==> src/core/lsi_pkg.sv <==
// Constants, codes and helper functions shared by the indicator block.
package lsi_pkg;

   // Core clock and the millisecond timebase derived from it.
   localparam int CLK_PERIOD_NS  = 100;
   localparam int TICK_PERIOD_NS = 1_000_000;
   localparam int MS_CYCLES      = (TICK_PERIOD_NS + CLK_PERIOD_NS - 1)
                                   / CLK_PERIOD_NS;
   localparam int TICK_CNT_W     = 14;

   // Output count and field widths.
   localparam int NUM_OUT  = 6;
   localparam int CODE_W   = 4;
   localparam int CTRL_W   = NUM_OUT * CODE_W;
   localparam int OFFV_W   = 2;
   localparam int OFFVS_W  = NUM_OUT * OFFV_W;
   localparam int RATIO_W  = 4;
   localparam int SEL_W    = 2;
   localparam int DUR_W    = 10;
   localparam int SEG_W    = 3;
   localparam int STAT_W   = 8;

   // Segment and blink durations in milliseconds, one per select code.
   localparam logic [DUR_W-1:0] DUR_MS_0 = 10'h054;
   localparam logic [DUR_W-1:0] DUR_MS_1 = 10'h0aa;
   localparam logic [DUR_W-1:0] DUR_MS_2 = 10'h154;
   localparam logic [DUR_W-1:0] DUR_MS_3 = 10'h29e;

   // Control field codes.
   localparam logic [CODE_W-1:0] CODE_SPEED   = 4'h2;
   localparam logic [1:0]        PFX_FORCE    = 2'h2;
   localparam logic [1:0]        PFX_DUAL     = 2'h3;
   localparam logic [1:0]        FORCE_OFF    = 2'h0;
   localparam logic [1:0]        FORCE_ON     = 2'h1;
   localparam logic [1:0]        FORCE_HIZ    = 2'h2;
   localparam logic [1:0]        FORCE_BLINK  = 2'h3;

   // Speed blink segments, counted from zero.
   localparam logic [SEG_W-1:0] SEG_FIRST = 3'h0;
   localparam logic [SEG_W-1:0] SEG_THIRD = 3'h2;
   localparam logic [SEG_W-1:0] SEG_FIFTH = 3'h4;
   localparam logic [SEG_W-1:0] SEG_LAST  = 3'h7;

   // Mixing ratio in eighths; codes at or above full scale light fully.
   localparam logic [RATIO_W-1:0] MIX_FULL = 4'h8;
   localparam logic [2:0]         MIX_ZERO = 3'h0;

   // Status vector bit positions.
   localparam int ST_L10  = 0;
   localparam int ST_L100 = 1;
   localparam int ST_L1G  = 2;
   localparam int ST_FIB  = 3;
   localparam int ST_RX   = 4;
   localparam int ST_TX   = 5;
   localparam int ST_FDX  = 6;
   localparam int ST_COL  = 7;

   // Dual-output modes selected by the low bits of an even control field.
   typedef enum logic [1:0] {
      LSI_DUAL_SOLID = 2'b00,
      LSI_DUAL_BLINK = 2'b01,
      LSI_DUAL_SPD_A = 2'b10,
      LSI_DUAL_SPD_B = 2'b11
   } lsi_dual_e;

   // Duration lookup shared by segment timing and blink rate.
   function automatic logic [DUR_W-1:0] lsi_dur(input logic [SEL_W-1:0] sel);
      case (sel)
         2'h0:    lsi_dur = DUR_MS_0;
         2'h1:    lsi_dur = DUR_MS_1;
         2'h2:    lsi_dur = DUR_MS_2;
         default: lsi_dur = DUR_MS_3;
      endcase
   endfunction : lsi_dur

endpackage : lsi_pkg

==> src/core/lsi_mix_pwm.sv <==
// Eight-step duty generator that mixes the two colours of a lamp pair.
`timescale 1ns/1ps
module lsi_mix_pwm
   import lsi_pkg::*;
(
   input  wire logic                        core_clk,   // Core clock.
   input  wire logic                        arst_n,     // Async reset.
   input  wire logic [lsi_pkg::RATIO_W-1:0] ratio_even, // Even duty.
   input  wire logic [lsi_pkg::RATIO_W-1:0] ratio_odd,  // Odd duty.
   output logic                             mix_even,   // Even level.
   output logic                             mix_odd     // Odd level.
);

   logic [2:0] phase;

   // Free-running step counter; one full period is eight core cycles.
   always_ff @(posedge core_clk or negedge arst_n) begin
      if (!arst_n) begin
         phase <= 3'h0;
      end else begin
         phase <= phase + 3'h1;
      end
   end

   // Even lamp lights at the start of the period, odd at its end, so two
   // ratios summing to at most full scale never overlap on one lamp.
   always_ff @(posedge core_clk or negedge arst_n) begin
      if (!arst_n) begin
         mix_even <= 1'b0;
         mix_odd  <= 1'b0;
      end else begin
         mix_even <= (ratio_even >= MIX_FULL) ||
                     (phase < ratio_even[2:0]);
         mix_odd  <= (ratio_odd >= MIX_FULL) ||
                     ((ratio_odd[2:0] != MIX_ZERO) &&
                      (phase >= (MIX_ZERO - ratio_odd[2:0])));
      end
   end

endmodule : lsi_mix_pwm

==> src/core/lsi_speed_seq.sv <==
// Eight-segment speed blink sequencer timed by the millisecond tick.
`timescale 1ns/1ps
module lsi_speed_seq
   import lsi_pkg::*;
(
   input  wire logic                      core_clk, // Core clock.
   input  wire logic                      arst_n,   // Async reset.
   input  wire logic                      ms_tick,  // One-cycle ms pulse.
   input  wire logic [lsi_pkg::SEL_W-1:0] odd_sel,  // Odd segment time.
   input  wire logic [lsi_pkg::SEL_W-1:0] even_sel, // Even segment time.
   input  wire logic                      spd_10,   // 10 Mbps link.
   input  wire logic                      spd_100,  // 100 Mbps link.
   input  wire logic                      spd_1g,   // Gigabit link.
   output logic                           speed_on  // Pattern level.
);

   logic [SEG_W-1:0] seg;
   logic [DUR_W-1:0] elapsed;
   logic [DUR_W-1:0] cur_dur;
   logic             seg_done;

   // Segment index zero is segment one, so even indices are odd segments.
   assign cur_dur  = seg[0] ? lsi_dur(even_sel) : lsi_dur(odd_sel);
   assign seg_done = ms_tick && (elapsed >= cur_dur - 10'h001);

   // Elapsed time restarts at each boundary; the index wraps after eight.
   always_ff @(posedge core_clk or negedge arst_n) begin
      if (!arst_n) begin
         elapsed <= 10'h000;
         seg     <= SEG_FIRST;
      end else if (seg_done) begin
         elapsed <= 10'h000;
         seg     <= seg + 3'h1;
      end else if (ms_tick) begin
         elapsed <= elapsed + 10'h001;
      end
   end

   // Pulses in segments one, three and five by link speed.
   always_ff @(posedge core_clk or negedge arst_n) begin
      if (!arst_n) begin
         speed_on <= 1'b0;
      end else begin
         speed_on <= ((seg == SEG_FIRST) && (spd_10 || spd_100 || spd_1g)) ||
                     ((seg == SEG_THIRD) && (spd_100 || spd_1g)) ||
                     ((seg == SEG_FIFTH) && spd_1g);
      end
   end
endmodule : lsi_speed_seq

==> src/core/lsi_top.sv <==
// Six-output status indicator driver with speed blink and dual modes.
// Functional notes
// - Activity is transmit or receive activity.
// - Copper link is any copper speed link.
// - Link is copper link or fiber link.
// - Output zero speed code selects blink pattern.
// - Pattern has eight segments, repeating forever.
// - Pulse count three, two, one by speed.
// - Odd and even segments use separate durations.
// - Duration codes: 84, 170, 340, 670 ms.
// - Upper bits 10 force on/off/hi-z/blink.
// - Forcing lights one colour; dual modes mix.
// - Even field code 11xx sets pair dual mode.
// - First dual mode shows steady mixed colour.
// - Second dual mode blinks the mixed colour.
// - Third dual mode colours by link speed.
// - Fourth dual mode swaps 10 and 100.
// - Low power puts unforced outputs inactive.
// - Forced on, off and hi-z outputs keep value in any state.
// - Forced blink does not blink in low power.
// - Low power unforced level from off-value field.
// - Powered up, outputs follow configured function.
// - Mix ratio in eighths, 1000 is full.
`timescale 1ns/1ps
module lsi_top
   import lsi_pkg::*;
#(
   parameter int unsigned TICK_CYCLES = lsi_pkg::MS_CYCLES // Cycles per ms.
)(
   input  wire logic                        core_clk,          // Core clock.
   input  wire logic                        arst_n,            // Async reset.
   input  wire logic                        tx_act,            // Tx activity.
   input  wire logic                        rx_act,            // Rx activity.
   input  wire logic                        link10,            // 10 link up.
   input  wire logic                        link100,           // 100 link up.
   input  wire logic                        link1000,          // 1G link up.
   input  wire logic                        fiber_link,        // Fiber link.
   input  wire logic                        full_duplex,       // Full duplex.
   input  wire logic                        collision,         // Collision.
   input  wire logic                        sw_reset,          // Soft reset.
   input  wire logic                        power_down,        // Powered down.
   input  wire logic                        energy_detect,     // Energy sleep.
   input  wire logic [lsi_pkg::CTRL_W-1:0]  ind_ctrl,          // Fields.
   input  wire logic [lsi_pkg::RATIO_W-1:0] mix_ratio_even,    // Even mix.
   input  wire logic [lsi_pkg::RATIO_W-1:0] mix_ratio_odd,     // Odd mix.
   input  wire logic [lsi_pkg::SEL_W-1:0]   seg_odd_sel,       // Odd time.
   input  wire logic [lsi_pkg::SEL_W-1:0]   seg_even_sel,      // Even time.
   input  wire logic [lsi_pkg::SEL_W-1:0]   blink_sel,         // Blink time.
   input  wire logic [lsi_pkg::OFFVS_W-1:0] off_value,         // Off levels.
   output logic [lsi_pkg::NUM_OUT-1:0]      indicator_outputs, // Levels.
   output logic [lsi_pkg::NUM_OUT-1:0]      indicator_oe_n     // Enables.
);

   logic [TICK_CNT_W-1:0] tick_cnt;
   logic                  ms_tick;
   logic [DUR_W-1:0]      blink_ms;
   logic                  blink_phase;
   logic                  activity;
   logic                  copper_link;
   logic                  any_link;
   logic                  gig_link;
   logic                  low_power;
   logic [STAT_W-1:0]     status;
   logic                  speed_lvl;
   logic                  mix_even;
   logic                  mix_odd;
   logic [NUM_OUT-1:0]    next_lvl;
   logic [NUM_OUT-1:0]    next_oe_n;

   // Compound terms; fiber counts as a gigabit link for the speed blink and dual speed modes.
   assign activity    = tx_act || rx_act;
   assign copper_link = link10 || link100 || link1000;
   assign any_link    = copper_link || fiber_link;
   assign gig_link    = link1000 || fiber_link;
   assign low_power   = sw_reset || power_down || energy_detect;
   assign status      = {collision, full_duplex, tx_act, rx_act,
                         fiber_link, link1000, link100, link10};

   // Millisecond tick divider; the count is a parameter so that a
   // simulation can run the slow patterns quickly.
   always_ff @(posedge core_clk or negedge arst_n) begin
      if (!arst_n) begin
         tick_cnt <= '0;
         ms_tick  <= 1'b0;
      end else if (tick_cnt == TICK_CNT_W'(TICK_CYCLES - 1)) begin
         tick_cnt <= '0;
         ms_tick  <= 1'b1;
      end else begin
         tick_cnt <= tick_cnt + 14'h0001;
         ms_tick  <= 1'b0;
      end
   end

   // Blink square wave; each half period lasts the selected duration.
   always_ff @(posedge core_clk or negedge arst_n) begin
      if (!arst_n) begin
         blink_ms    <= 10'h000;
         blink_phase <= 1'b0;
      end else if (ms_tick) begin
         if (blink_ms >= lsi_dur(blink_sel) - 10'h001) begin
            blink_ms    <= 10'h000;
            blink_phase <= !blink_phase;
         end else begin
            blink_ms <= blink_ms + 10'h001;
         end
      end
   end

   lsi_speed_seq u_speed (
      .core_clk (core_clk),
      .arst_n   (arst_n),
      .ms_tick  (ms_tick),
      .odd_sel  (seg_odd_sel),
      .even_sel (seg_even_sel),
      .spd_10   (link10),
      .spd_100  (link100),
      .spd_1g   (gig_link),
      .speed_on (speed_lvl)
   );

   lsi_mix_pwm u_mix (
      .core_clk   (core_clk),
      .arst_n     (arst_n),
      .ratio_even (mix_ratio_even),
      .ratio_odd  (mix_ratio_odd),
      .mix_even   (mix_even),
      .mix_odd    (mix_odd)
   );

   // Steady display functions; returns lit and blink-while-lit flags.
   function automatic logic [1:0] single_mode(input int idx,
                                              input logic [3:0] code,
                                              input logic [STAT_W-1:0] st);
      logic act;
      logic cop;
      logic lnk;
      act = st[ST_TX] || st[ST_RX];
      cop = st[ST_L10] || st[ST_L100] || st[ST_L1G];
      lnk = cop || st[ST_FIB];
      single_mode = 2'b00;
      case (code)
         4'h0: begin
            if (idx == 1) single_mode = {cop, 1'b0};
            else if (idx == 3) single_mode = {st[ST_FIB], 1'b0};
            else if (idx >= 4) single_mode = {st[ST_RX], 1'b0};
            else single_mode = {lnk, 1'b0};
         end
         4'h1: single_mode = {lnk, act};
         4'h2: single_mode = {lnk && (idx != 2), st[ST_RX]};
         4'h3: single_mode = {act, 1'b0};
         4'h4: single_mode = {act, act};
         4'h5: begin
            if (idx == 1) single_mode = {st[ST_L100] || st[ST_FIB], 1'b0};
            else if (idx == 3) single_mode = 2'b00;
            else single_mode = {st[ST_TX], 1'b0};
         end
         4'h6: begin
            if (idx == 0) single_mode = {cop, 1'b0};
            else if (idx == 1) single_mode = {st[ST_L100], 1'b0};
            else if (idx <= 3) single_mode = {st[ST_L10] || st[ST_L1G], 1'b0};
            else single_mode = {st[ST_FDX], 1'b0};
         end
         4'h7: begin
            if (idx == 0) single_mode = {st[ST_L1G], 1'b0};
            else if (idx == 1) single_mode = {st[ST_L100], 1'b0};
            else if (idx == 2) single_mode = {st[ST_L10], 1'b0};
            else if (idx == 3) single_mode = {st[ST_FDX], 1'b0};
            else single_mode = {st[ST_FDX], st[ST_COL]};
         end
         default: single_mode = 2'b00;
      endcase
   endfunction : single_mode

   // Per-output selection. Priority: forced, low power, dual pair, speed
   // blink, steady function. An odd output whose even neighbour is in a
   // dual mode ignores its own field, forced codes included.
   for (genvar i = 0; i < NUM_OUT; i++) begin : g_out
      localparam int EVN = i - (i % 2);
      localparam bit IS_EVEN = (i % 2) == 0;
      logic [3:0]  code;
      logic        pair_dual;
      lsi_dual_e   dmode;
      logic        mix_me;
      logic        gate;
      logic [1:0]  fn;
      logic        nl;
      logic        no;
      assign code      = ind_ctrl[CODE_W*i +: CODE_W];
      assign pair_dual = ind_ctrl[CODE_W*EVN+2 +: 2] == PFX_DUAL;
      assign dmode     = lsi_dual_e'(ind_ctrl[CODE_W*EVN +: 2]);
      assign mix_me    = IS_EVEN ? mix_even : mix_odd;
      assign gate      = !activity || blink_phase;
      assign fn        = single_mode(i, code, status);
      always_comb begin
         nl = 1'b0;
         no = 1'b0;
         if (code[3:2] == PFX_FORCE && !(pair_dual && !IS_EVEN)) begin
            // One pin per colour only, so forcing never mixes.
            case (code[1:0])
               FORCE_OFF:   nl = 1'b0;
               FORCE_ON:    nl = 1'b1;
               FORCE_HIZ:   no = 1'b1;
               FORCE_BLINK: nl = blink_phase && !low_power;
               default:     nl = 1'b0;
            endcase
         end else if (low_power) begin
            nl = off_value[OFFV_W*i];
            no = off_value[OFFV_W*i+1];
         end else if (pair_dual) begin
            case (dmode)
               LSI_DUAL_SOLID: nl = mix_me;
               LSI_DUAL_BLINK: nl = mix_me && blink_phase;
               LSI_DUAL_SPD_A,
               LSI_DUAL_SPD_B: begin
                  if (gig_link) nl = IS_EVEN && gate;
                  else if (link100 && dmode == LSI_DUAL_SPD_A)
                     nl = mix_me && gate;
                  else if (link100) nl = !IS_EVEN && gate;
                  else if (link10 && dmode == LSI_DUAL_SPD_B)
                     nl = mix_me && gate;
                  else if (link10) nl = !IS_EVEN && gate;
                  else nl = 1'b0;
               end
               default: nl = 1'b0;
            endcase
         end else if (i == 0 && code == CODE_SPEED) begin
            nl = speed_lvl;
         end else begin
            nl = fn[1] && (!fn[0] || blink_phase);
         end
      end
      assign next_lvl[i]  = nl;
      assign next_oe_n[i] = no;
   end

   // Registered pins; outputs drive low until the first decision.
   always_ff @(posedge core_clk or negedge arst_n) begin
      if (!arst_n) begin
         indicator_outputs <= '0;
         indicator_oe_n    <= '0;
      end else begin
         indicator_outputs <= next_lvl;
         indicator_oe_n    <= next_oe_n;
      end
   end

   // Cycles since the last tick, counted apart from the divider so that
   // a wrong reload value cannot hide behind its own compare.
   logic [TICK_CNT_W-1:0] tick_span;
   always_ff @(posedge core_clk or negedge arst_n) begin
      if (!arst_n) begin
         tick_span <= '0;
      end else if (ms_tick) begin
         tick_span <= 14'h0001;
      end else begin
         tick_span <= tick_span + 14'h0001;
      end
   end
endmodule : lsi_top

==> config.mk <==
export PLATFORM = sky130hd
export DESIGN_NAME = lsi_top
export DESIGN_NICKNAME = d
export VERILOG_FILES = /design/src/core/lsi_pkg.sv /design/src/core/lsi_mix_pwm.sv /design/src/core/lsi_speed_seq.sv /design/src/core/lsi_top.sv
export SDC_FILE = /design/constraint.sdc
export NUM_CORES = 1
export LEC_CHECK = 0
export BUFFER_PORTS_ARGS = -buffer_cell sky130_fd_sc_hd__buf_2
export CORE_MARGIN = 2
export CORE_UTILIZATION = 55
export CTS_CLUSTER_SIZE = 40
export DETAILED_ROUTE_END_ITERATION = 6
export PLACE_DENSITY_LB_ADDON = 0.08
export SLEW_MARGIN = 15
export SYNTH_ARGS = -nofsm -noshare
export SYNTH_HDL_FRONTEND = slang
export SYNTH_SLANG_ARGS = --single-unit
==> constraint.sdc <==
create_clock -name core_clk -period 9.6 [get_ports core_clk]
set_clock_uncertainty 0.05 [all_clocks]
set_input_delay 0.96 -clock core_clk [delete_from_list [all_inputs] [get_ports core_clk]]
set_output_delay 0.96 -clock core_clk [all_outputs]
set_load 0.02 [all_outputs]
# [Word level (Yosys, flattened, before mapping)]
# Index checks and enable logic that the tools add are counted.
[classes] reduce_logical=79 n_lt_le_gt_ge=6 muxes=90 eq_ne=77 addsub=8
[op_table] operator="equality test 4 x 3 -> 1 bit, second input constant" n=23
[op_table] operator="case mux 10 bit (3 select lines)" n=3
[op_table] operator="case mux 2 bit (8 select lines)" n=4
[op_table] operator="two-way mux 1 bit" n=63
[op_table] operator="two-way mux 10 bit" n=5
[op_table] operator="equality test 2 bit, second input constant" n=24
[op_table] operator="equality test 4 x 2 -> 1 bit, second input constant" n=12
[op_table] operator="case mux 2 bit (7 select lines)" n=2
[op_table] operator="logical AND 1 bit" n=25
[op_table] operator="equality test 4 x 1 -> 1 bit, second input constant" n=6
[op_table] operator="zero test 4 bit" n=6
[op_table] operator="logical OR 1 bit" n=22
[op_table] operator="adder 10 x 1 -> 10 bit, second input constant" n=2
[op_table] operator=">= comparator 10 bit" n=2
[op_table] operator="subtractor 10 x 1 -> 10 bit, second input constant" n=2
[op_table] operator="equality test 2 x 1 -> 1 bit, second input constant" n=9
[op_table] operator="case mux 1 bit (3 select lines)" n=6
[op_table] operator="adder 14 x 1 -> 14 bit, second input constant" n=1
[op_table] operator="equality test 14 bit, second input constant" n=1
[op_table] operator="two-way mux 14 bit" n=1
[op_table] operator="zero test 1 bit" n=12
[op_table] operator="zero test 2 bit" n=6
[op_table] operator="case mux 1 bit (2 select lines)" n=6
[op_table] operator=">= comparator 4 bit, second input constant" n=2
[op_table] operator="other kinds (11)" n=15
[totals] input_bits=63 register_bits=57 word_cells=272 output_inout_bits=12

# [Logic depth before layout (Yosys ltp)]
# Gate-level depths: netlist of run 1.
[logic_depth] depth_word=12 mapped_depth=13 ltp_nobuf=12

# [Modules after synthesis]
# From an unflattened synthesis of run 1, not the netlist that was laid out.
[hier_totals] hier_cells=518 hier_area_um2=4327.9
[modules_own_cells] module="lsi_top" cells_each=365 area_per_inst_um2=2871.5 seq_area_each_um2=950.9 instances=1
[modules_own_cells] module="lsi_speed_seq" cells_each=121 area_per_inst_um2=1127.3 seq_area_each_um2=350.3 instances=1
[modules_own_cells] module="lsi_mix_pwm" cells_each=32 area_per_inst_um2=329.1 seq_area_each_um2=125.1 instances=1

# [Least setup slack after synthesis of run 1]
# No wires, ideal clock.
[synth_path] path_type="input to register" start="in seg_odd_sel[0] in the netlist's numbering" end="reg u_speed.seg[2]" t_arrival_ps=3440 path_buffers=0 path_slack_ps=5971 setup_ps=138 t_required_ps=9412 path_stages=11 path_cell_list="nor3b_1 -> a31oi_1 -> inv_1 -> ha_1 -> inv_1 -> ha_1 -> a31o_2 -> a221o_2 -> a31oi_4 -> nor3_1 -> or4_1"
[synth_between] elab_chain_cells=6 elab_cells_between_ends=8 cone_classes="add/sub: 1; order compare: 1; eq/ne: 2; mux: 2; reduce/logical: 2"
[synth_lines] element="start, declared" line_no="lsi_top.sv:46" rtl="input wire logic [lsi_pkg::SEL_W-1:0] seg_odd_sel,"
[synth_lines] element="equality test 2 bit (tied with other cells)" line_no="lsi_pkg.sv:68" rtl="case (sel)"
[synth_lines] element="case mux 10 bit (3 select lines) *" line_no="lsi_pkg.sv:68"
[synth_lines] element="two-way mux 10 bit *" line_no="lsi_speed_seq.sv:23" rtl="assign cur_dur = seg[0] ? lsi_dur(even_sel) : lsi_dur(odd_sel);"
[synth_lines] element="subtractor 10 x 1 -> 10 bit *" line_no="lsi_speed_seq.sv:24" rtl="assign seg_done = ms_tick && (elapsed >= cur_dur - 10'h001);"
[synth_lines] element=">= comparator 10 bit *" line_no="lsi_speed_seq.sv:24"
[synth_lines] element="logical AND 1 bit *" line_no="lsi_speed_seq.sv:24"
[synth_lines] element="end signal, assigned" line_no="lsi_speed_seq.sv:33" rtl="seg <= seg + 3'h1;"
[synth_lines] element="end, declared" line_no="lsi_speed_seq.sv:17" rtl="logic [SEG_W-1:0] seg;"
# Mark *: on every way between the ends. The rest lies on a longest branch, timed or not.
# A chain may end at the register's enable or synchronous reset.

# [Worst setup path in the final report of run 1]
# Ends and elaborated chain as after synthesis.

==> metrics.md, run 1 <==
| Metric | Value |
|---|---|
| Status | `finished clean` |
| Clock root buffer | `clkbuf_8` |
| CTS Hold Buffers Added | `0` |
| Diodes inserted | `0` |
| Syn_nets | `606` |
| Gate Count Post-Synth | `508` |
| Clock latency on the worst-skew pair | `0.34 ns` |
| Mapped Avg Cell Area | `8.41 um2` |
| Vias in the first global route | `3,729` |
| Hpwl dp | `7390 um` |
| Die height | `92.2 um` |
| Fin crit share | `37.8%` |
| Fin Setup TNS | `0 ns` |
| Tmin final | `3.63 ns` |
| Worst Hold Class | `flip-flop to flip-flop` |
| Sw power | `165 uW` |
| Slowest CP cell | `or4_1` |
| Sequential area share after synthesis | `33.4%` |
| Reg2reg setup slack | `6.18 ns` |
| RSZ-0062 raised after global routing | `false` |
| Placed insts | `666` |
| Share of cells above drive strength 1 | `17.9%` |
| Final ANT Viol Nets | `0` |
| First-pass GRT wire length | `17,000 um` |
| F_max | `0.276 GHz` |
| H-tree depth | `3` |
| Synth Flop Type | `dfrtp_1` |
| #FFs+latches synth | `57` |
| Full die area | `0.00849 mm2` |
| CTS tree | `done` |
| Chip width | `92.2 um` |
| DRC Markers | `0` |
| Number of non-filler instances in the completed layout | `682` |
| Largest fanout on the critical path | `9` |
| Switch share | `28.3%` |
| Num CTS Buffers | `9` |
| Most frequent cells in the layout | `buf_2 (74), dfrtp_1 (57), nand2_1 (48)` |
| Final wirelength | `10,200 um` |
| Sequential power share | `42.4%` |
| Vias/cell | `5.89` |
| MaxCap Viol Count | `0` |
| Ys async rst share | `100%` |
| Crit path required time | `9.77 ns` |
| Cell-internal power | `419 uW` |
| Core area | `0.00761 mm2` |
| Pleak | `0.00228 uW` |
| I/O Buffers | `74` |
| Starting DRC count in detailed routing | `236` |
| Syn-to-layout area delta | `15.0%` |
| Io pins | `75` |
| R2r startpoint | `u_speed.seg[0]` |
| Post-synth EDFFs | `0` |
| RD Place Congestion | `0.865` |
| Largest net degree at the start of global routing | `58` |
| Slew HR | `40.3%` |
| Drt pass-1 iters | `7` |
| Final Setup Violations | `0` |
| Most common cell after layout, fill and taps aside | `buf_2` |
| Post-CTS setup buffer count | `0` |
| GRT Util Overall | `25.1%` |
| Overflow left after global routing | `0` |
| CTS Sinks | `57` |
| Ys Warns | `0` |
| Worst Tran Pin Value | `0.895 ns` |
| PostCTS Resize Cnt | `0` |
| VDD IR max | `0.0983 mV` |
| Distinct cell type count after synthesis | `66` |
| Total vias in the final route | `4,017` |
| Avg WL per Cell | `14.9 um` |
| # rows | `32` |
| Initial Util | `56.2%` |
| Fin nets | `673` |
| Initial antenna violation count | `0` |
| Filler cells | `666` |
| Setup CP Type | `primary input to flip-flop` |
| Crit path launch type | `primary input` |
| Mapped cell area | `0.00427 mm2` |
| Max stage delay on crit path | `0.50 ns` |
| Worst Path Arrival | `3.79 ns` |
| Clock share of power | `40.8%` |
| Power Density | `119 mW/mm2` |
| Largest buffer count on any clock path | `2` |
| Crit path from | `seg_odd_sel[0]` |
| Hold Crit Depth | `1` |
| Crit path to | `u_speed.seg[2]` |
| Fin. Hold Viols | `0` |
| Critical-path cell list | `buf_2, nor3b_1, a31oi_1, inv_1, ha_1, inv_1, ha_1, a31o_2, a221o_2, a31oi_4, nor3_1, or4_1` |
| Critical R2R Capture | `u_speed.seg[2]` |
| Reg2Reg Depth | `11` |
| Clock transition at path regs | `0.07 ns` |
| Crit. End Element | `flip-flop` |
| Gate power share | `16.9%` |
| Slew Viols, Final | `0` |
==> per-stage QoR <==
step                      hold slack (ns)  power, uW  worst slack [ns]  utilization (%)  cell area, um2
final                               0.407        584              5.97             64.6            4910
after global routing                0.432        612              5.79             64.6            4910
after CTS                           0.416        588              5.97             64.6            4910
after detailed placement            0.407        350              5.59             61.9            4710
after global placement              0.403        347              5.72             61.9            4710
after floorplan                     0.379        311              5.97                -            4270
==> worst min-delay path by stage <==
stage	start	to	slack (ns)
after detailed placement	u_mix.phase[0]	u_mix.phase[0]	0.41
after global routing	u_mix.phase[0]	u_mix.phase[0]	0.43
final	u_mix.phase[0]	u_mix.phase[0]	0.41
after floorplan	u_mix.phase[0]	u_mix.phase[0]	0.38
after global placement	u_mix.phase[0]	u_mix.phase[0]	0.40
after CTS	u_mix.phase[0]	u_mix.phase[0]	0.42
==> routing by layer <==
layer | up-vias | part of all wire [%] | wire, um | GRT usage (%)
li1 | 1988 | - | - | -
met5 | - | 0 | 0 | 0
met4 | 0 | 1.8 | 181 | 10.1
met2 | 122 | 48 | 4850 | 41.7
met1 | 1890 | 45 | 4540 | 32.0
met3 | 17 | 6.0 | 611 | 5.01
==> synthesized netlist by cell type (3+ instances only) <==
cell type / n / area [um2]
nor3b_1: 3 / 22.5
clkbuf_1: 18 / 67.6
or2_2: 3 / 18.8
a31oi_1: 11 / 68.8
o211ai_1: 11 / 82.6
nand4_1: 9 / 56.3
ha_1: 35 / 438
a21oi_1: 25 / 125
a211oi_1: 7 / 52.6
nor3_1: 11 / 55.1
o21ai_0: 38 / 190
dfrtp_1: 57 / 1430
and3_1: 6 / 37.5
o22ai_1: 7 / 43.8
o21bai_1: 3 / 22.5
xnor2_1: 11 / 96.3
o221ai_1: 5 / 43.8
nand2_1: 48 / 180
nor2b_1: 5 / 31.3
nand2b_1: 16 / 100
o31ai_1: 4 / 30.0
nand3b_1: 4 / 30.0
inv_1: 36 / 135
a32oi_1: 3 / 26.3
nand3_1: 20 / 100
a21o_1: 7 / 52.6
xor2_1: 17 / 149
nor2_1: 38 / 143
==> state kept, by name (all words and copies together), names as in the netlist, 3 cells and up <==
| name | cells |
|---|---|
| blink_ms | 10 |
| indicator_oe_n | 6 |
| indicator_outputs | 6 |
| tick_cnt | 14 |
| u_mix.phase | 3 |
| u_speed.elapsed | 10 |
| u_speed.seg | 3 |
==> area by class of cell <==
cell class                 instances  area, um2  area share [%]
sequential                        57       1430            29.0
inverter                          36        135            2.75
timing repair buffer              77        393            7.99
tap                              102        128            2.60
clock inverter                     4       51.3            1.04
multi-input combinational        394       2630            53.4
clock buffer                      12        155            3.16
==> cell families (layout without fill, tap and decap cells) <==
| logic type | Yosys count | after routing | share of synthesized area, % |
|---|---|---|---|
| DFF | 57 | 57 | 33.4 |
| adders and majority gates | 35 | 35 | 10.2 |
| buffers and inverters | 57 | 129 | 5.18 |
| AOI/OAI and AO/OA | 153 | 153 | 24.3 |
| muxes | 4 | 4 | 1.11 |
| and+or+nand+nor | 174 | 174 | 20.1 |
| xor gates and xnor gates | 28 | 28 | 5.74 |
==> worst max-delay path: cells and delay by family <==
kind / cells / cell delay, ns
buffers and inverters: 3 / 0.32
AND/OR/NAND/NOR: 3 / 0.72
adder cells (fa/ha/maj): 2 / 0.58
AO/OA/AOI/OAI: 4 / 1.21
==> power groups by stage <==
| stage | registers, uW | clock network [uW] | logic, uW |
|---|---|---|---|
| final | 247 | 238 | 98.6 |
| after floorplan | 258 | 0 | 52.8 |
| after global routing | 248 | 253 | 111 |
| after detailed placement | 252 | 0 | 98.4 |
| after global placement | 252 | 0 | 95.4 |
| after CTS | 247 | 242 | 98.8 |
Power figures use the tool's default switching activity.
==> run 2, diff against run 1 <==
--- a/config.mk
+++ b/config.mk
@@ -5,9 +5,10 @@
 export SDC_FILE = /design/constraint.sdc
 export NUM_CORES = 1
 export LEC_CHECK = 0
+export ABC_AREA = 1
 export BUFFER_PORTS_ARGS = -buffer_cell sky130_fd_sc_hd__buf_2
 export CORE_MARGIN = 2
-export CORE_UTILIZATION = 55
+export CORE_UTILIZATION = 52
 export CTS_CLUSTER_SIZE = 40
 export DETAILED_ROUTE_END_ITERATION = 6
 export PLACE_DENSITY_LB_ADDON = 0.08
==> constraint.sdc (replaced) <==
create_clock -name core_clk -period 3.3 [get_ports core_clk]
set_clock_uncertainty 0.05 [all_clocks]
set_input_delay 0.33 -clock core_clk [delete_from_list [all_inputs] [get_ports core_clk]]
set_output_delay 0.33 -clock core_clk [all_outputs]
set_load 0.02 [all_outputs]
==> run 2 against run 1 <==
Net effect: critical path depth did not move; area after synthesis rose by 3.8%; die area rose by 9.3%; first-iteration DRC count rose by 24%; non-clock buffer count rose by 1; total power rose to 2.9 times the previous value; combinational power rose to 2.9 times the previous value; sequential cell count did not move; clock power rose to 2.8 times the previous value; core utilization fell by 2.5 points; global-route usage barely moved; critical endpoint is now u_speed.elapsed[7].
==> metrics.md, run 2 <==
| Metric | Value |
|---|---|
| Status | `finished clean (unchanged)` |
| Num CTS Buffers | `9 (unchanged)` |
| Filler cells | `777 (was 666)` |
| Chip width | `96.4 um (was 92.2 um)` |
| Max reg flops | `14 (unchanged)` |
| Switch share | `29.1% (was 28.3%)` |
| Worst Path Arrival | `3.01 ns (was 3.79 ns)` |
| R2r startpoint | `u_speed.seg[0] (unchanged)` |
| Crit path launch type | `flip-flop (was primary input)` |
| Diodes inserted | `0 (unchanged)` |
| Avg WL per Cell | `13.3 um (was 14.9 um)` |
| Reg with most FFs | `tick_cnt (unchanged)` |
| First-pass GRT wire length | `18,100 um (was 17,000 um)` |
| Syn-to-layout area delta | `15.6% (was 15.0%)` |
| Max stage delay on crit path | `0.50 ns (about the same)` |
| Clock latency on the worst-skew pair | `0.34 ns (about the same)` |
| # rows | `33 (was 32)` |
| #FFs+latches synth | `57 (unchanged)` |
| Post-synth EDFFs | `0 (unchanged)` |
| Vias in the first global route | `4,109 (was 3,729)` |
| Placed standard-cell area | `0.00493 mm2 (was 0.00471 mm2)` |
| CTS tree | `done (unchanged)` |
| Vias/cell | `5.25 (was 5.89)` |
| Area leader, netlist | `dfrtp_1 (unchanged)` |
| Cell family with most CP delay | `compound AO/OA/AOI/OAI gates (unchanged)` |
| Final wirelength | `11,100 um (was 10,200 um)` |
| Ys Warns | `0 (unchanged)` |
| Ys async rst share | `100% (unchanged)` |
| Cell-internal power | `1190 uW (was 419 uW)` |
| Most common cell after layout, fill and taps aside | `nand2_1 (was buf_2)` |
| Crit path from | `u_speed.seg[0] (was seg_odd_sel[0])` |
| Total vias in the final route | `4,381 (was 4,017)` |
| Fin Setup TNS | `0 ns (unchanged)` |
| H-tree depth | `3 (unchanged)` |
| Hpwl dp | `8590 um (was 7390 um)` |
| Share of cells above drive strength 1 | `16.2% (was 17.9%)` |
| Drt pass-1 iters | `7 (unchanged)` |
| MaxCap Viol Count | `0 (unchanged)` |
| Clock transition at path regs | `0.07 ns (about the same)` |
| Register area | `0.00143 mm2 (unchanged)` |
| Synth area leaders | `dfrtp_1 (32%), nand2_1 (14%), ha_1 (9.9%) (was dfrtp_1 (33%), ha_1 (10%), o21ai_0 (4.4%))` |
| Largest net degree at the start of global routing | `36 (was 58)` |
| Syn_nets | `740 (was 606)` |
| Largest buffer count on any clock path | `2 (unchanged)` |
| Crit. End Element | `flip-flop (unchanged)` |
| Mapped Avg Cell Area | `6.91 um2 (was 8.41 um2)` |
| Sw power | `488 uW (was 165 uW)` |
| Gate Count Post-Synth | `642 (was 508)` |
| Distinct cell type count after synthesis | `38 (was 66)` |
| Power Density | `326 mW/mm2 (was 119 mW/mm2)` |
| Final ANT Viol Nets | `0 (unchanged)` |
| Sequential power share | `43.0% (was 42.4%)` |
| GRT Util Overall | `25.0% (was 25.1%)` |
| Tmin final | `2.79 ns` |
| Finished layout cell area | `0.00513 mm2 (was 0.00491 mm2)` |
| Starting DRC count in detailed routing | `292 (was 236)` |
| Io pins | `75 (unchanged)` |
| CTS Hold Buffers Added | `0 (unchanged)` |
| Initial antenna violation count | `1 (was 0)` |
| Clock share of power | `39.7% (was 40.8%)` |
| Most frequent cells in the layout | `nand2_1 (170), inv_1 (84), buf_2 (74) (was buf_2 (74), dfrtp_1 (57), nand2_1 (48))` |
| Slew Viols, Final | `0 (unchanged)` |
| Yosys top cell area share | `32.2% (was 33.4%)` |
| Mapped cell area | `0.00444 mm2 (was 0.00427 mm2)` |
| Fin nets | `822 (was 673)` |
| Sequential area share after synthesis | `32.2% (was 33.4%)` |
| Core area | `0.00826 mm2 (was 0.00761 mm2)` |
| Post-CTS setup buffer count | `0 (unchanged)` |
| Largest fanout on the critical path | `8 (was 9)` |
| I/O Buffers | `74 (unchanged)` |
| Largest regs | `tick_cnt: 14 flops, blink_ms: 10 flops, u_speed.elapsed: 10 flops (unchanged)` |
| WP buf/inv | `2 (was 3)` |
| Slew HR | `46.5% (was 40.3%)` |
| Setup CP Type | `flip-flop to flip-flop (was primary input to flip-flop)` |
| RSZ-0062 raised after global routing | `false (unchanged)` |
| Overflow left after global routing | `0 (unchanged)` |
| Synth top cells by count | `nand2_1 (170), inv_1 (84), nor2_1 (69), nand3_1 (59), dfrtp_1 (57) (was dfrtp_1 (57), nand2_1 (48), nor2_1 (38), o21ai_0 (38), inv_1 (36))` |
| Pleak | `0.00274 uW (was 0.00228 uW)` |
| CTS Sinks | `57 (unchanged)` |
| Gate power share | `17.3% (was 16.9%)` |
| PostCTS Resize Cnt | `0 (unchanged)` |
| Clock root buffer | `clkbuf_8 (unchanged)` |
| Fin. Hold Viols | `0 (unchanged)` |
| Crit path required time | `3.52 ns (was 9.77 ns)` |
| Worst Tran Pin Value | `0.802 ns (was 0.895 ns)` |
| Multi-input logic area | `0.00264 mm2 (was 0.00263 mm2)` |
| DRC Markers | `0 (unchanged)` |
| RD Place Congestion | `0.919 (was 0.865)` |
| Critical-path cell list | `nand2_2, o21ai_0, inv_1, ha_1, ha_1, a21oi_1, o21ai_0, a21oi_1, nand2_4, nand2_8, inv_8, nor2_2 (was buf_2, nor3b_1, a31oi_1, inv_1, ha_1, inv_1, ha_1, a31o_2, a221o_2, a31oi_4, nor3_1, or4_1)` |
| Fin crit share | `84.5%` |
| Worst Hold Class | `primary input to async pin (was flip-flop to flip-flop)` |
| VDD IR max | `0.270 mV (was 0.0983 mV)` |
| Count leader, synth | `nand2_1 (was dfrtp_1)` |
| F_max | `0.359 GHz` |
| Die height | `96.4 um (was 92.2 um)` |
| Final Setup Violations | `0 (unchanged)` |
| Synth Flop Type | `dfrtp_1 (unchanged)` |
| Full die area | `0.00928 mm2 (was 0.00849 mm2)` |
| Final design utilization | `62.1% (was 64.6%)` |
| Slowest CP cell | `o21ai_0 (was or4_1)` |
| Initial Util | `53.7% (was 56.2%)` |
-- run 2: cell count changes in the layout (fill, tap and decap cells not counted), moves of 7 or more --
| cell | delta |
|---|---|
| a211oi_1 | -7 |
| a21oi_1 | +16 |
| a31oi_1 | -7 |
| inv_1 | +48 |
| nand2_1 | +122 |
| nand2b_1 | -16 |
| nand3_1 | +39 |
| nor2_1 | +31 |
| nor2_2 | +9 |
| o211ai_1 | -7 |
| o22ai_1 | -7 |
| xnor2_1 | -9 |
-- run 2: layer usage --
layer,global-route usage (%),share of wire [%],vias up
li1,-,-,2250
met3,5.79,6.9,18
met4,9.04,1.6,2
met1,33.3,45,1964
met2,39.8,46,147
met5,0,0.12,-
-- run 2: final timing paths --
kind	to	slack [ns]	cells after the start
setup / recovery	u_speed.elapsed[7]	0.51	12
hold / removal	u_speed.seg[1]	0.04	1
setup reg to reg	u_speed.elapsed[7]	0.51	12
hold reg to reg	u_mix.phase[0]	0.42	1
max in group asynchronous	u_mix.mix_odd	2.47	2
min in group core_clk	u_mix.mix_even	0.14	2
-- run 2: final cells by class --
class                           instances  area share [%]
Clock buffer                           11            2.76
Clock inverter                          5            1.07
Inverter                               86            6.44
Multi-Input combinational cell        492            51.5
Sequential cell                        57            27.8
Tap cell                              105            2.56
Timing Repair Buffer                   78            7.81
-- run 2: worst reg2reg max path: cells and delay by family, from the launching register on --
family / cells / cell delay (ns)
AOI/OAI and AO/OA: 4 / 1.01
adders and majority gates: 2 / 0.54
buffers and inverters: 2 / 0.23
DFF: 1 / 0.47
and+or+nand+nor: 4 / 0.42
-- run 2: power groups by stage --
stage / logic [uW] / clock network [uW] / registers, uW
after floorplan: 151 / 0 / 750
after global placement: 280 / 0 / 733
after detailed placement: 288 / 0 / 733
after CTS: 290 / 676 / 719
after global routing: 331 / 714 / 720
final: 290 / 664 / 719
-- run 2: logic make-up (layout without fill, tap and decap cells) --
family,Yosys count,count (layout),share of synthesized area [%]
DFF,57,57,32.2
xor gates and xnor gates,20,20,3.95
AOI/OAI and AO/OA,94,94,11.6
and+or+nand+nor,343,343,34.2
buffers and inverters,93,180,8.29
adders and majority gates,35,35,9.87
-- run 2: per-stage QoR --
step / std cells / total power (uW) / worst slack (ns) / hold slack, ns
after CTS: 834 / 1690 / 0.508 / 0.0581
after global placement: 818 / 1010 / 0.626 / 0.405
final: 834 / 1670 / 0.512 / 0.0379
after detailed placement: 818 / 1020 / 0.526 / 0.417
after global routing: 834 / 1770 / 0.278 / 0.0960
after floorplan: 642 / 901 / 0.869 / -0.0156
==> run 3, diff against run 2 <==
--- a/config.mk
+++ b/config.mk
@@ -8,7 +8,7 @@
 export ABC_AREA = 1
 export BUFFER_PORTS_ARGS = -buffer_cell sky130_fd_sc_hd__buf_2
 export CORE_MARGIN = 2
-export CORE_UTILIZATION = 52
+export CORE_UTILIZATION = 55
 export CTS_CLUSTER_SIZE = 40
 export DETAILED_ROUTE_END_ITERATION = 6
 export PLACE_DENSITY_LB_ADDON = 0.08
==> constraint.sdc (replaced) <==
create_clock -name core_clk -period 2.65 [get_ports core_clk]
set_clock_uncertainty 0.05 [all_clocks]
set_input_delay 0.265 -clock core_clk [delete_from_list [all_inputs] [get_ports core_clk]]
set_output_delay 0.265 -clock core_clk [all_outputs]
set_load 0.02 [all_outputs]
==> run 3 against run 2 <==
Net effect: cell area rose by 1.1%; worst hold slack worse by 0.020 ns; critical path depth grew 2; combinational power up 25%; via count grew 1.4%; non-clock buffer count rose by 1; cell count fell by 0.24%; largest power group is now clock.
==> metrics.md, run 3 (synthesized netlist as in run 2, its figures left out) <==
| Metric | Value |
|---|---|
| Clock latency on the worst-skew pair | `0.33 ns (was 0.34 ns)` |
| Largest buffer count on any clock path | `2 (unchanged)` |
| Crit path launch type | `flip-flop (unchanged)` |
| Fin crit share | `94.2% (was 84.5%)` |
| I/O Buffers | `74 (unchanged)` |
| Diodes inserted | `0 (unchanged)` |
| Largest regs | `tick_cnt: 14 flops, blink_ms: 10 flops, u_speed.elapsed: 10 flops (unchanged)` |
| CTS Hold Buffers Added | `0 (unchanged)` |
| Vias/cell | `5.34 (was 5.25)` |
| Crit path required time | `2.82 ns (was 3.52 ns)` |
| VDD IR max | `0.452 mV (was 0.270 mV)` |
| Filler cells | `714 (was 777)` |
| Largest fanout on the critical path | `8 (unchanged)` |
| Placed insts | `816 (was 818)` |
| R2r startpoint | `u_speed.seg[0] (unchanged)` |
| Slew Viols, Final | `0 (unchanged)` |
| Crit path from | `u_speed.seg[0] (unchanged)` |
| Power Density | `424 mW/mm2 (was 326 mW/mm2)` |
| Num CTS Buffers | `9 (unchanged)` |
| Clock transition at path regs | `0.07 ns (about the same)` |
| RD Place Congestion | `0.930 (was 0.919)` |
| MaxCap Viol Count | `0 (unchanged)` |
| Final ANT Viol Nets | `0 (unchanged)` |
| Critical-path cell list | `nand2_2, o21ai_4, inv_2, ha_1, nand2_1, nand2_1, ha_1, nand2_1, nor4_2, nand2_2, nand2_4, nand2_8, inv_8, nor2_2 (was nand2_2, o21ai_0, inv_1, ha_1, ha_1, a21oi_1, o21ai_0, a21oi_1, nand2_4, nand2_8, inv_8, nor2_2)` |
| Core area | `0.00777 mm2 (was 0.00826 mm2)` |
| CTS Sinks | `57 (unchanged)` |
| Tmin final | `2.50 ns (was 2.79 ns)` |
| Syn-to-layout area delta | `16.9% (was 15.6%)` |
| Largest net degree at the start of global routing | `58 (was 36)` |
| Final wirelength | `11,200 um (was 11,100 um)` |
| Slowest CP cell | `dfrtp_1 (was o21ai_0)` |
| Fin. Hold Viols | `0 (unchanged)` |
| Starting DRC count in detailed routing | `296 (was 292)` |
| H-tree depth | `3 (unchanged)` |
| DRC Markers | `0 (unchanged)` |
| First-pass GRT wire length | `18,600 um (was 18,100 um)` |
| Full die area | `0.00880 mm2 (was 0.00928 mm2)` |
| Worst Hold Class | `primary input to async pin (unchanged)` |
| Status | `finished clean (unchanged)` |
| Clock root buffer | `clkbuf_8 (unchanged)` |
| Io pins | `75 (unchanged)` |
| Max reg flops | `14 (unchanged)` |
| Pleak | `0.00276 uW (was 0.00274 uW)` |
| Reg with most FFs | `tick_cnt (unchanged)` |
| Vias in the first global route | `4,211 (was 4,109)` |
| Reg2Reg Depth | `14 (was 12)` |
| Worst Tran Pin Value | `0.731 ns (was 0.802 ns)` |
| Chip width | `93.8 um (was 96.4 um)` |
| Worst Path Arrival | `2.67 ns (was 3.01 ns)` |
| CTS tree | `done (unchanged)` |
| Crit. End Element | `flip-flop (unchanged)` |
| Overflow left after global routing | `0 (unchanged)` |
| PostCTS Resize Cnt | `1 (was 0)` |
| Setup CP Type | `flip-flop to flip-flop (unchanged)` |
| F_max | `0.401 GHz (was 0.359 GHz)` |
| Share of cells above drive strength 1 | `16.7% (was 16.2%)` |
| Die height | `93.8 um (was 96.4 um)` |
| Total vias in the final route | `4,443 (was 4,381)` |
| Post-CTS setup buffer count | `0 (unchanged)` |
| # rows | `32 (was 33)` |
| Fin nets | `823 (was 822)` |
| Fin Setup TNS | `0 ns (unchanged)` |
| Initial antenna violation count | `0 (was 1)` |
| Most common cell after layout, fill and taps aside | `nand2_1 (unchanged)` |
| Cell repeated most along the worst path | `nand2_1` |
| Avg WL per Cell | `13.5 um (was 13.3 um)` |
| GRT Util Overall | `26.5% (was 25.0%)` |
| Initial Util | `57.1% (was 53.7%)` |
| Crit path to | `u_speed.elapsed[4] (was u_speed.elapsed[7])` |
| Reg2reg setup slack | `0.15 ns (was 0.51 ns)` |
| Drt pass-1 iters | `5 (was 7)` |
| Max stage delay on crit path | `0.49 ns (was 0.50 ns)` |
| Hpwl dp | `8410 um (was 8590 um)` |
| Final Setup Violations | `0 (unchanged)` |
| Number of non-filler instances in the completed layout | `832 (was 834)` |
| Critical R2R Capture | `u_speed.elapsed[4] (was u_speed.elapsed[7])` |
| Final total power | `2200 uW (was 1670 uW)` |
| Slew HR | `51.3% (was 46.5%)` |
| Most frequent cells in the layout | `nand2_1 (170), inv_1 (84), buf_2 (74) (unchanged)` |
## run 3: where the power goes
group          switching [uW]  internal [uW]
Sequential               7.65            889
Combinational             230            132
Clock                     358            581
## run 3: worst max-delay path: cells and delay by family, from the launching register on
kind | cells | cell delay, ns
adder cells (fa/ha/maj) | 2 | 0.47
AND/OR/NAND/NOR | 9 | 1.05
flip-flops | 1 | 0.49
AO/OA/AOI/OAI | 1 | 0.11
buffers and inverters | 2 | 0.21
## run 3: worst min-delay path by stage
stage                     slack [ns]  depth (start not counted)           endpoint         startpoint
after floorplan                -0.08                          0        blink_ms[0]             arst_n
after global placement          0.41                          2  indicator_oe_n[3]             arst_n
after detailed placement        0.40                          2     u_mix.mix_even  mix_ratio_even[3]
after CTS                       0.05                          2  indicator_oe_n[3]             arst_n
after global routing            0.06                          2     u_mix.mix_even  mix_ratio_even[3]
final                           0.02                          2  indicator_oe_n[3]             arst_n
## run 3: layout make-up
class,instances,area (um2),area share [%]
multi-input cells,492,2660,51.4
flip-flops and latches,57,1430,27.5
repair buffers,79,408,7.87
inverters,86,330,6.37
clock buffers,12,155,2.99
well taps,102,128,2.46
clock inverters,4,75.1,1.45
## run 3: metal layers
metal	share of wire [%]	global-route usage (%)
met5	0	0
met1	44	35.2
met3	7.6	5.46
met2	47	44.7
met4	0.88	5.56
## run 3: stage by stage
step / area (um2) / hold slack (ns) / setup slack [ns] / util, %
final: 5180 / 0.0175 / 0.154 / 66.8
after global routing: 5180 / 0.0637 / -0.0323 / 66.8
after CTS: 5160 / 0.0461 / 0.116 / 66.5
after detailed placement: 4930 / 0.404 / 0.0309 / 63.5
after global placement: 4930 / 0.405 / 0.163 / 63.5
after floorplan: 4440 / -0.0806 / 0.219 / -
